==> src/design/lmc_pkg.sv <==
package lmc_pkg;

  // ----------------------------------------------------------------------
  // map geometry
  // ----------------------------------------------------------------------
  localparam int          ROW_BYTES      = 8;
  localparam int          WORD_BYTES     = 2;
  localparam logic [7:0]  UPPER_BASE     = 8'h80;

  // ----------------------------------------------------------------------
  // register offsets
  // ----------------------------------------------------------------------
  localparam logic [7:0]  MAIN_CONTROL_OFS        = 8'h00;
  localparam logic [7:0]  OPERATING_OPTIONS_OFS   = 8'h01;
  localparam logic [7:0]  SCRATCH_BYTE_OFS        = 8'h02;
  localparam logic [7:0]  LUT_POINTER_OFS         = 8'h03;
  localparam logic [7:0]  TEMPERATURE_READING_OFS = 8'h04;
  localparam logic [7:0]  SUPPLY_READING_OFS      = 8'h06;
  localparam logic [7:0]  OUTPUT_VALUE_ROW_OFS    = 8'h10;
  localparam logic [7:0]  POWERUP_VALUE_ROW_OFS   = 8'h78;

  // ----------------------------------------------------------------------
  // main control fields and reset values
  // ----------------------------------------------------------------------
  localparam int          TEMP_DONE_BIT   = 7;
  localparam int          SUPPLY_DONE_BIT = 6;
  localparam int          GP_HI_BIT       = 5;
  localparam int          GP_LO_BIT       = 4;
  localparam int          TSEL_HI_BIT     = 3;
  localparam int          TSEL_LO_BIT     = 0;
  localparam logic [7:0]  MAIN_CONTROL_RST = 8'h00;
  localparam logic [7:0]  OPTIONS_RST      = 8'h40;
  localparam logic [7:0]  SCRATCH_RST      = 8'h00;
  localparam logic [7:0]  POINTER_RST      = 8'h00;

  // ----------------------------------------------------------------------
  // table select codes
  // ----------------------------------------------------------------------
  localparam logic [3:0]  TSEL_FIRST = 4'h4;
  localparam logic [3:0]  TSEL_LAST  = 4'h7;

  typedef struct packed {
    logic       wr;
    logic       rd;
    logic [7:0] addr;
    logic [7:0] wdata;
  } lmc_access_type;

  typedef struct packed {
    logic       valid;
    logic [1:0] channel;
    logic [6:0] offset;
  } lmc_table_type;

endpackage

==> src/design/lmc_done_flag.sv <==
`timescale 1ns/100ps
`default_nettype none
module lmc_done_flag (
  input  wire logic clk,      // clock
  input  wire logic rst_n,    // sync reset
  input  wire logic start,    // conversion started
  input  wire logic done,     // conversion finished
  input  wire logic clr,      // host writes zero
  output logic      flag_reg  // status bit
);
  // set beats clear and start; start clears to show work in progress
  always_ff @(posedge clk) begin
    if (!rst_n) begin
      flag_reg <= 1'b0;
    end else if (done) begin
      flag_reg <= 1'b1;
    end else if (start || clr) begin
      flag_reg <= 1'b0;
    end
  end
endmodule
`default_nettype wire

==> src/design/lmc_regs.sv <==
// Operation
// - The map is laid out in rows of eight bytes, each byte one address above the last.
// - A two-byte word takes two consecutive addresses, so words on a row step by two.
// - The main control register at address zero is volatile, read/write and resets to zero.
// - Bit 7 reads 0 during a temperature conversion and 1 once one has finished since last cleared.
// - Bit 6 reads 0 during a supply conversion and 1 once it has finished.
// - Bits 5:4 are plain storage with no effect on the device.
// - The table-select field in bits 3:0 picks which nonvolatile table is reachable.
// - Only codes 0100b to 0111b are usable, selecting the tables of channels 0 to 3.
// - The selected table appears to the host in the upper window 80h to FFh.
`timescale 1ns/100ps
`default_nettype none
module lmc_regs (
  input  wire logic                   clk,            // 40 MHz clock
  input  wire logic                   rst_n,          // sync reset, active low
  input  wire lmc_pkg::lmc_access_type host,          // host byte access
  input  wire logic                   temp_start,     // temperature conversion start
  input  wire logic                   temp_done,      // temperature conversion end
  input  wire logic                   supply_start,   // supply conversion start
  input  wire logic                   supply_done,    // supply conversion end
  input  wire logic [7:0]             table_rdata,    // byte from selected table
  output logic [7:0]                  rdata_reg,      // read data
  output logic                        rvalid_reg,     // read data valid
  output lmc_pkg::lmc_table_type      table_sel_reg,  // decoded table window
  output logic                        table_wr_reg,   // write into selected table
  output logic [7:0]                  table_wdata_reg,// table write data
  output logic [3:0]                  tsel_reg,       // table-select field
  output logic [1:0]                  gp_reg          // general storage bits
);

  // ----------------------------------------------------------------------
  // decode
  // ----------------------------------------------------------------------
  logic       ctrl_hit;
  logic       upper_hit;
  logic       ctrl_wr;
  logic       ctrl_clr_temp;
  logic       ctrl_clr_supply;
  logic [2:0] row_byte;
  logic [4:0] row_index;
  logic       temp_flag;
  logic       supply_flag;
  logic [7:0] ctrl_value;
  logic       tsel_ok;

  // word registers are two byte slots, so byte decode alone places them
  assign row_byte  = host.addr[2:0];
  assign row_index = host.addr[7:3];
  assign ctrl_hit  = (row_index == lmc_pkg::MAIN_CONTROL_OFS[7:3]) && (row_byte == lmc_pkg::MAIN_CONTROL_OFS[2:0]);
  assign upper_hit = host.addr >= lmc_pkg::UPPER_BASE;
  assign ctrl_wr   = host.wr && ctrl_hit;
  assign ctrl_clr_temp   = ctrl_wr && !host.wdata[lmc_pkg::TEMP_DONE_BIT];
  assign ctrl_clr_supply = ctrl_wr && !host.wdata[lmc_pkg::SUPPLY_DONE_BIT];
  assign tsel_ok   = (tsel_reg >= lmc_pkg::TSEL_FIRST) && (tsel_reg <= lmc_pkg::TSEL_LAST);

  // ----------------------------------------------------------------------
  // conversion done flags
  // ----------------------------------------------------------------------
  lmc_done_flag u_temp_flag (
    .clk      (clk),
    .rst_n    (rst_n),
    .start    (temp_start),
    .done     (temp_done),
    .clr      (ctrl_clr_temp),
    .flag_reg (temp_flag)
  );

  lmc_done_flag u_supply_flag (
    .clk      (clk),
    .rst_n    (rst_n),
    .start    (supply_start),
    .done     (supply_done),
    .clr      (ctrl_clr_supply),
    .flag_reg (supply_flag)
  );

  // ----------------------------------------------------------------------
  // writable control fields
  // ----------------------------------------------------------------------
  always_ff @(posedge clk) begin
    if (!rst_n) begin
      gp_reg <= lmc_pkg::MAIN_CONTROL_RST[lmc_pkg::GP_HI_BIT:lmc_pkg::GP_LO_BIT];
    end else if (ctrl_wr) begin
      gp_reg <= host.wdata[lmc_pkg::GP_HI_BIT:lmc_pkg::GP_LO_BIT];
    end
  end

  always_ff @(posedge clk) begin
    if (!rst_n) begin
      tsel_reg <= lmc_pkg::MAIN_CONTROL_RST[lmc_pkg::TSEL_HI_BIT:lmc_pkg::TSEL_LO_BIT];
    end else if (ctrl_wr) begin
      tsel_reg <= host.wdata[lmc_pkg::TSEL_HI_BIT:lmc_pkg::TSEL_LO_BIT];
    end
  end

  assign ctrl_value = {temp_flag, supply_flag, gp_reg, tsel_reg};

  // ----------------------------------------------------------------------
  // upper window mapping
  // ----------------------------------------------------------------------
  always_ff @(posedge clk) begin
    if (!rst_n) begin
      table_sel_reg <= '0;
    end else begin
      table_sel_reg.valid   <= tsel_ok;
      table_sel_reg.channel <= tsel_reg[1:0];
      table_sel_reg.offset  <= host.addr[6:0];
    end
  end

  always_ff @(posedge clk) begin
    if (!rst_n) begin
      table_wr_reg    <= 1'b0;
      table_wdata_reg <= 8'h00;
    end else begin
      table_wr_reg    <= host.wr && upper_hit && tsel_ok;
      table_wdata_reg <= host.wdata;
    end
  end

  // ----------------------------------------------------------------------
  // read path
  // ----------------------------------------------------------------------
  logic [7:0] rd_mux;

  always_comb begin
    rd_mux = 8'h00;
    if (ctrl_hit) begin
      rd_mux = ctrl_value;
    end else if (upper_hit && tsel_ok) begin
      rd_mux = table_rdata;
    end
  end

  always_ff @(posedge clk) begin
    if (!rst_n) begin
      rdata_reg  <= 8'h00;
      rvalid_reg <= 1'b0;
    end else begin
      rvalid_reg <= host.rd;
      if (host.rd) begin
        rdata_reg <= rd_mux;
      end
    end
  end

endmodule
`default_nettype wire

==> config.mk <==
export PLATFORM = sky130hd
export DESIGN_NAME = lmc_regs
export DESIGN_NICKNAME = d
export VERILOG_FILES = /design/src/design/lmc_pkg.sv /design/src/design/lmc_done_flag.sv /design/src/design/lmc_regs.sv
export SDC_FILE = /design/constraint.sdc
export NUM_CORES = 1
export LEC_CHECK = 0
export ABC_AREA = 1
export BUFFER_PORTS_ARGS = -buffer_cell sky130_fd_sc_hd__buf_2
export CORE_MARGIN = 1
export CORE_UTILIZATION = 25
export CTS_CLUSTER_SIZE = 16
export DETAILED_ROUTE_END_ITERATION = 8
export PLACE_DENSITY = 0.61
export SYNTH_ARGS = -nofsm -noshare
export SYNTH_HDL_FRONTEND = slang
export SYNTH_SLANG_ARGS = --single-unit
==> constraint.sdc <==
create_clock -name clk -period 1.4 [get_ports clk]
set_clock_uncertainty 0.1 [all_clocks]
set_input_delay 0.14 -clock clk [delete_from_list [all_inputs] [get_ports clk]]
set_output_delay 0.14 -clock clk [all_outputs]
set_load 0.02 [all_outputs]
* Word-level counts from Yosys, hierarchy flattened
Index checks and enable logic that the tools add are counted.
** Storage, ports and cells
- Register bits :: 36
- Word-level logic and storage cells :: 36
** Cells by class
- Magnitude comparators :: 3
- Multiplexer cells :: 6
- Reduce and logical (&&, ||, !) cells :: 16
** Operators by type and width (number)
- two-way mux 8 bit :: 2
- >= comparator 8 bit, second input constant :: 1
- logical AND 1 bit :: 8
- zero test 5 bit :: 1
- >= comparator 4 x 3 -> 1 bit, second input constant :: 1
- <= comparator 4 x 3 -> 1 bit, second input constant :: 1
- two-way mux 1 bit :: 4
- nonzero test 2 bit :: 2
- zero test 3 bit :: 1
- zero test 1 bit :: 2
- logical OR 1 bit :: 2

* Logic depth before layout (Yosys ltp)
Gate-level depths: netlist of run 1.
- Depth after elaboration :: 7
- Mapped depth :: 8
- Gate-level depth less buffers :: 7

* Modules after synthesis
From an unflattened synthesis of run 1, not the netlist that was laid out.
** Unflattened totals
- Cells, all modules :: 189
- Area total of the unflattened synthesis :: 1378.8 sq um
** By module, submodules not included
- lmc_regs :: times used 1, cells each 175, area an instance 1271.2 sq um, sequential area each 680.7 sq um
- lmc_done_flag :: times used 2, cells each 7, area an instance 53.8 sq um, sequential area each 20.0 sq um

* Worst setup path before layout of run 1
OpenSTA, ideal clock, no wires.
- Kind :: reg2reg
- From :: register tsel_reg[2]
- To :: register rdata_reg[0]
- Arrival time :: 1.009 ns
- Required time :: 1.244 ns
- Path slack :: 0.235 ns
- Cell stages (with the launch flop) :: 7
- Buffers on the path :: 0
- Period minus slack after synthesis :: 1.165 ns
- Cells stage by stage :: dfxtp_1 > nand2_1 > nor2_2 > nand2_1 > nand3_1 > nand2_1 > inv_1
** On the way
- Longest elaborated chain between the ends :: 5
- Elaborated cells between the ends (all ways) :: 6
- Classes of those cells :: order compare: 2; mux: 2; reduce/logical: 2
** RTL lines
- start: declaration :: line lmc_regs.sv:27 : output logic [3:0] tsel_reg,
- start signal: assignment :: line lmc_regs.sv:90 : tsel_reg <= lmc_pkg::MAIN_CONTROL_RST[lmc_pkg::TSEL_HI_BIT:lmc_pkg::TSEL_LO_BIT];
- start signal: assignment :: line lmc_regs.sv:92 : tsel_reg <= host.wdata[lmc_pkg::TSEL_HI_BIT:lmc_pkg::TSEL_LO_BIT];
- >= comparator 4 x 3 -> 1 bit or <= comparator 4 x 3 -> 1 bit (tied branches) :: line lmc_regs.sv:54 : assign tsel_ok = (tsel_reg >= lmc_pkg::TSEL_FIRST) && (tsel_reg <= lmc_pkg::TSEL_LAST);
- logical AND 1 bit * :: line lmc_regs.sv:54
- logical AND 1 bit * :: line lmc_regs.sv:130 : end else if (upper_hit && tsel_ok) begin
- two-way mux 8 bit * :: line lmc_regs.sv:130
- two-way mux 8 bit * :: line lmc_regs.sv:128 : if (ctrl_hit) begin
- end signal: assignment :: line lmc_regs.sv:142 : rdata_reg <= rd_mux;
- end: declaration :: line lmc_regs.sv:22 : output logic [7:0] rdata_reg,
Every way passes the cells marked *; elsewhere a longest branch is shown, timed or not.
A chain may end at the register's enable or synchronous reset.

* Final worst setup path of run 1
- From :: register tsel_reg[3]
- To :: register rdata_reg[2]
Same word-level chain as after synthesis.

==> reports/qor.csv, run 1 <==
stage;metric;value;unit
cts;clk_latency;0.27;ns
grt;grt_pass1_vias;1208;
final_layout;fillCellCount;578;
floorplan;die_h;74.9;um
cts;cts-resized-gates;0;
worst_setup_path;crit_family;simple AND/OR/NAND/NOR gates;
final_layout;final_cell_mix;65 x buf_2, 54 x nand2_1, 36 x dfxtp_1;
placed_design;place_hpwl;2410;um
worst_setup_path;critPathMaxFanout;9;
floorplan;rows;26;
route;final_antenna_net_count;0;
worst_setup_path;cpMostUsedCell;nand2_1;
sta;postLayoutSetupSlackWorst;0.234;ns
sta;finalHoldViolations;0;
yosys;synth.cell_area;1330;sq um
worst_setup_path;required;1.52;ns
worst_setup_path;end_kind;register;
run;cap_viol_max_count;0;
worst_setup_path;crit_slowest_cell;dfxtp_1;
yosys;synthAdderAreaFrac;0;
yosys;synth_mux_area_frac;0;
yosys;synth-simple-area-share;0.296;
power_and_ir_drop;p_per_area;1010;nW/um^2
yosys;yosysUniqueCellTypes;14;
worst_setup_path;cp-start-kind;register;
worst_setup_path;max_stage_delay;0.34;ns
worst_setup_path;path_buf_inv;2;
cts;clkSinkCount;36;
grt;grt_usage;0.122;
final_layout;largest_reg_flops;10;
final_layout;synthToLayoutAreaGrowth;48.2;%
floorplan;start_util;0.260;
sta;slew_violations;0;
worst_hold_path;hp-class;input pin to register;
sta;rsz0062_at_grt;no;
yosys;yosysSeqAreaShare;0.543;
cts;cts_hold_buf;17;
cts;cts_tree;yes;
sta;tightest_slew;0.332;ns
yosys;synth_warnings;0;
floorplan;dieArea;5610;sq um
placed_design;pre_cts_slack;0.186;ns
floorplan;ioPinCount;66;
cts;cts_setup_buffers;0;
sta;setup-tns-final;0;ns
yosys;synth_xor_area_frac;0;
placed_design;port_buffers;65;
sta;fin_crit_sh;0.833;
route;drt_iter0_markers;64;
route;via_per_inst;3.96;
final_layout;fin_nets;300;
route;routed_wl;3250;um
sta;max_freq;857;MHz
yosys;synth-compound-area-share;0.0302;
cts;cts-buffers-inserted;5;
sta;min_period;1.17;ns
final_layout;layout_commonest_cell;buf_2;
yosys;synthCells;182;
grt;overflow;0;
cts;clock_tree.root_cell;clkbuf_8;
route;drc;0;
yosys;synth-seq-cells;36;
worst_setup_path;arrival;1.29;ns
yosys;syn-mean-instance-area;7.29;sq um
cts;clk_pin_slew_worst_paths;0.07;ns
floorplan;die_x;74.9;um
route;wl_per_cell;9.66;um
status;status;finished clean;
cts;cts_buffer_depth;2;
placed_design;routabilityCongestion;0.696;
worst_setup_path;crit_chain;inv_1 -> nand2_1 -> nor2_2 -> nand2_1 -> nand3_1 -> nand2_1 -> inv_1;
yosys;synth_top_family_by_area;simple AND/OR/NAND/NOR gates;
grt;grt_pass1_wl;5110;um
floorplan;coreArea;5110;sq um
grt;grt_max_degree;20;
sta;max_slew_margin;0.778;
route;drtPass1Iterations;4;
power_and_ir_drop;ir_worst_vdd;285;uV
yosys;synth_fp_nets;214;
final_layout;drive_above_1_share;0.286;
cts;ctsHtreeMaxLevel;2;
worst_setup_path;crit_type;register to register;
grt;antenna_found_initial;0;
power_and_ir_drop;p_leak;0.00112;uW
final_layout;num_antenna_cells;0;
sta;setup_viol;0;
route;vias;1331;
==> layer usage <==
metal  GRT usage  up-vias  wire length [um]
met3      0.0348        2               136
met4      0.0440        0                25
met1       0.139      593              1470
met2       0.217       36              1610
met5           0        -                 0
li1            -      700                 -
==> metrics by stage <==
step	instance area (sq um)	hold slack [ns]	util	instances	total power (uW)
2_1_floorplan	1330	0.133	-	182	1220
3_3_place_gp	1730	0.232	0.338	314	1320
3_5_place_dp	1730	0.237	0.338	314	1320
4_1_cts	1970	0.0105	0.385	336	2020
5_1_grt	1970	0.0424	0.385	336	2090
6_report	1970	0.0192	0.385	336	1980
==> cells by family after synthesis <==
family,Yosys count
buffers and inverters,42
AND/OR/NAND/NOR,96
flip-flops,36
AO/OA/AOI/OAI,8
==> cell usage after synthesis (all sizes together) <==
cell type / count / area [sq um]
inv: 34 / 128
clkinv: 1 / 3.75
a21oi: 8 / 40.0
nand3: 16 / 80.1
nand2: 54 / 203
and3: 1 / 6.26
nor2: 25 / 104
clkbuf: 1 / 3.75
buf: 6 / 38.8
dfxtp: 36 / 721
==> cell type report <==
class                           count  area, sq um  share of cell area
Tap cell                           70         87.6              0.0445
Clock buffer                        5         68.8              0.0350
Inverter                           35          131              0.0668
Multi-Input combinational cell    104          433               0.220
Sequential cell                    36          721               0.366
Timing Repair Buffer               86          526               0.267
==> final timing paths <==
path / slack, ns / end / from / cells after the start
worst max register to register: 0.23 / rdata_reg[2] / tsel_reg[3] / 7
worst max-delay path: 0.23 / rdata_reg[2] / tsel_reg[3] / 7
worst min-delay path: 0.02 / u_supply_flag.flag_reg / supply_start / 4
worst min register to register: 0.36 / table_sel_reg[7] / tsel_reg[0] / 2
==> tightest hold or removal path, stage by stage <==
cell and delay, ns:
buf_2 0.08, nor2_1 0.03, nand2_1 0.05, a21oi_1 0.05
==> report_power, final <==
part           total, uW  switching [uW]  internal [uW]  leakage, uW
Clock                645             324            320    0.0000359
Sequential          1080            12.3           1060     0.000296
Combinational        256             140            116     0.000788
(Power assumes the default switching activity.)
==> run 2: changes to the inputs <==
- clock period: 1.4 -> 1.15 ns (I/O delays scaled with it)
==> run 2 against run 1 <==
- cell area is 6.3% higher
- setup slack worse by 0.19 ns
- clock power is 47% higher
- sequential share of layout area is 2.1 points lower
- critical path depth is 5 lower
- combinational power is 30% higher
- register-to-register slack worse by 0.11 ns
- routed wire length is 8.3% higher
- worst hold slack worse by 0.00091 ns
- clock-buffer cell count is 2 higher
- via count is 2.3% higher
- critical endpoint is now tsel_reg[3]
- largest cell class unchanged
- largest power group unchanged
- highest routed layer unchanged
==> reports/qor.csv, run 2 (same netlist as run 1, synthesis figures left out) <==
stage;metric;value;unit;change
grt;overflow;0;;unchanged
cts;cts_buffer_depth;2;;unchanged
worst_setup_path;crit_type;register to output port;;was register to register
status;status;finished clean;;unchanged
grt;grt_max_degree;18;;was 20
worst_setup_path;arrival;0.89;ns;was 1.29 ns
placed_design;place_hpwl;2460;um;was 2410 um
floorplan;coreArea;5110;sq um;unchanged
power_and_ir_drop;power;2590;uW;was 1980 uW
sta;fin_crit_sh;0.961;;
sta;min_period;1.10;ns;
grt;grt_pass1_vias;1284;;was 1208
sta;tightest_slew;0.301;ns;was 0.332 ns
final_layout;layout_commonest_cell;buf_2;;unchanged
sta;rsz0062_at_grt;yes;;was no
route;via_per_inst;3.97;;was 3.96
cts;ctsHtreeMaxLevel;2;;unchanged
route;drt_iter0_markers;80;;was 64
run;cap_viol_max_count;0;;unchanged
sta;finalHoldViolations;0;;unchanged
sta;max_slew_margin;0.799;;was 0.778
power_and_ir_drop;p_leak;0.00117;uW;was 0.00112 uW
route;wl_per_cell;10.2;um;was 9.66 um
sta;setup_viol;0;;unchanged
sta;whs;0.0182;ns;was 0.0192 ns
worst_setup_path;required;0.94;ns;was 1.52 ns
cts;clock_tree.root_cell;clkbuf_8;;unchanged
final_layout;register_area;722;sq um;was 721 sq um
worst_setup_path;crit_slowest_cell;dfxtp_1;;unchanged
final_layout;synthToLayoutAreaGrowth;57.5;%;was 48.2%
worst_setup_path;crit_chain;buf_4 -> buf_4;;was inv_1 -> nand2_1 -> nor2_2 -> nand2_1 -> nand3_1 -> nand2_1 -> inv_1
placed_design;routabilityCongestion;0.699;;was 0.696
sta;setup-tns-final;0;ns;unchanged
route;routed_wl;3510;um;was 3250 um
worst_hold_path;hp-class;input pin to register;;unchanged
power_and_ir_drop;p_per_area;1240;nW/um^2;was 1010 nW/um^2
grt;grt_pass1_wl;5550;um;was 5110 um
final_layout;final_cell_mix;63 x buf_2, 52 x nand2_1, 35 x dfxtp_1;;was 65 x buf_2, 54 x nand2_1, 36 x dfxtp_1
cts;clk_latency;0.28;ns;was 0.27 ns
final_layout;num_antenna_cells;0;;unchanged
cts;cts_setup_buffers;0;;unchanged
worst_setup_path;cp-start-kind;register;;unchanged
worst_setup_path;max_stage_delay;0.32;ns;was 0.34 ns
grt;antenna_found_initial;0;;unchanged
placed_design;port_buffers;65;;unchanged
floorplan;ioPinCount;66;;unchanged
route;vias;1362;;was 1331
floorplan;start_util;0.260;;unchanged
worst_setup_path;end_kind;output port;;was register
floorplan;rows;26;;unchanged
final_layout;largest_reg_flops;10;;unchanged
sta;slew_violations;0;;unchanged
worst_setup_path;critPathMaxFanout;3;;was 9
final_layout;drive_above_1_share;0.311;;was 0.286
cts;clk_pin_slew_worst_paths;0.07;ns;about the same
cts;cts_tree;yes;;unchanged
sta;max_freq;905;MHz;
cts;cts-buffers-inserted;5;;unchanged
cts;clkSinkCount;36;;unchanged
worst_setup_path;cpMostUsedCell;buf_4;;was nand2_1
floorplan;dieArea;5610;sq um;unchanged
route;drc;0;;unchanged
power_and_ir_drop;ir_worst_vdd;410;uV;was 285 uV
floorplan;die_x;74.9;um;unchanged
route;final_antenna_net_count;0;;unchanged
floorplan;die_h;74.9;um;unchanged
final_layout;fillCellCount;566;;was 578
route;drtPass1Iterations;3;;was 4
grt;grt_usage;0.135;;was 0.122
final_layout;fin_nets;305;;was 300
final_layout;multi_input_area;459;sq um;was 433 sq um
==> run 2: cell types whose count changed in the layout (fill, tap and decap cells not counted), sizes merged <==
| cell | delta |
|---|---|
| buf | +2 |
| nor2 | +1 |
| dlygate4sd3 | +2 |
| clkbuf | +2 |
==> run 2: power by group <==
| part | switching [uW] | internal (uW) | total (uW) |
|---|---|---|---|
| Combinational | 179 | 153 | 332 |
| Sequential | 15.2 | 1300 | 1310 |
| Clock | 416 | 533 | 949 |
==> run 2: stage by stage <==
step	util	cells	setup slack [ns]	area (sq um)
2_1_floorplan	-	182	0.0271	1330
4_1_cts	0.403	342	0.0379	2060
6_report	0.409	343	0.0450	2090
5_1_grt	0.409	343	0.0122	2090
3_5_place_dp	0.347	316	0.0200	1770
3_3_place_gp	0.347	316	0.0448	1770
==> run 2: path summary, 6_finish.rpt <==
| check | start | to | slack (ns) | cells after the start |
|---|---|---|---|---|
| worst min register to register | tsel_reg[1] | table_sel_reg[8] | 0.38 | 2 |
| worst max register to register | tsel_reg[3] | rdata_reg[0] | 0.12 | 7 |
| worst max-delay path | tsel_reg[3] | tsel_reg[3] | 0.05 | 2 |
| worst min-delay path | rst_n | table_wdata_reg[5] | 0.02 | 3 |
==> run 2: layout make-up <==
cell class	instances	area share
multi-input cells	105	0.220
inverters	35	0.0628
repair buffers	90	0.284
clock buffers	7	0.0461
flip-flops and latches	36	0.345
well taps	70	0.0419
==> run 2: critical path, delay by kind of cell (launching register included) <==
kind                   cells  cell delay (ns)
flip-flops                 1             0.32
buffers and inverters      2             0.29
==> run 2: repair_timing <==
item / 4_1_cts / 5_1_grt
gates resized for setup: 0 / 9
hold buffers: 19 / 0
endpoints found under the hold margin: 17 / 0
setup endpoints to repair: 0 / 10
==> run 2: routing by layer <==
metal,vias to the layer above,GRT usage,wire [um]
met5,-,0,0
met1,611,0.153,1550
met3,5,0.0388,124
li1,712,-,-
met4,0,0.0503,61
met2,34,0.239,1780
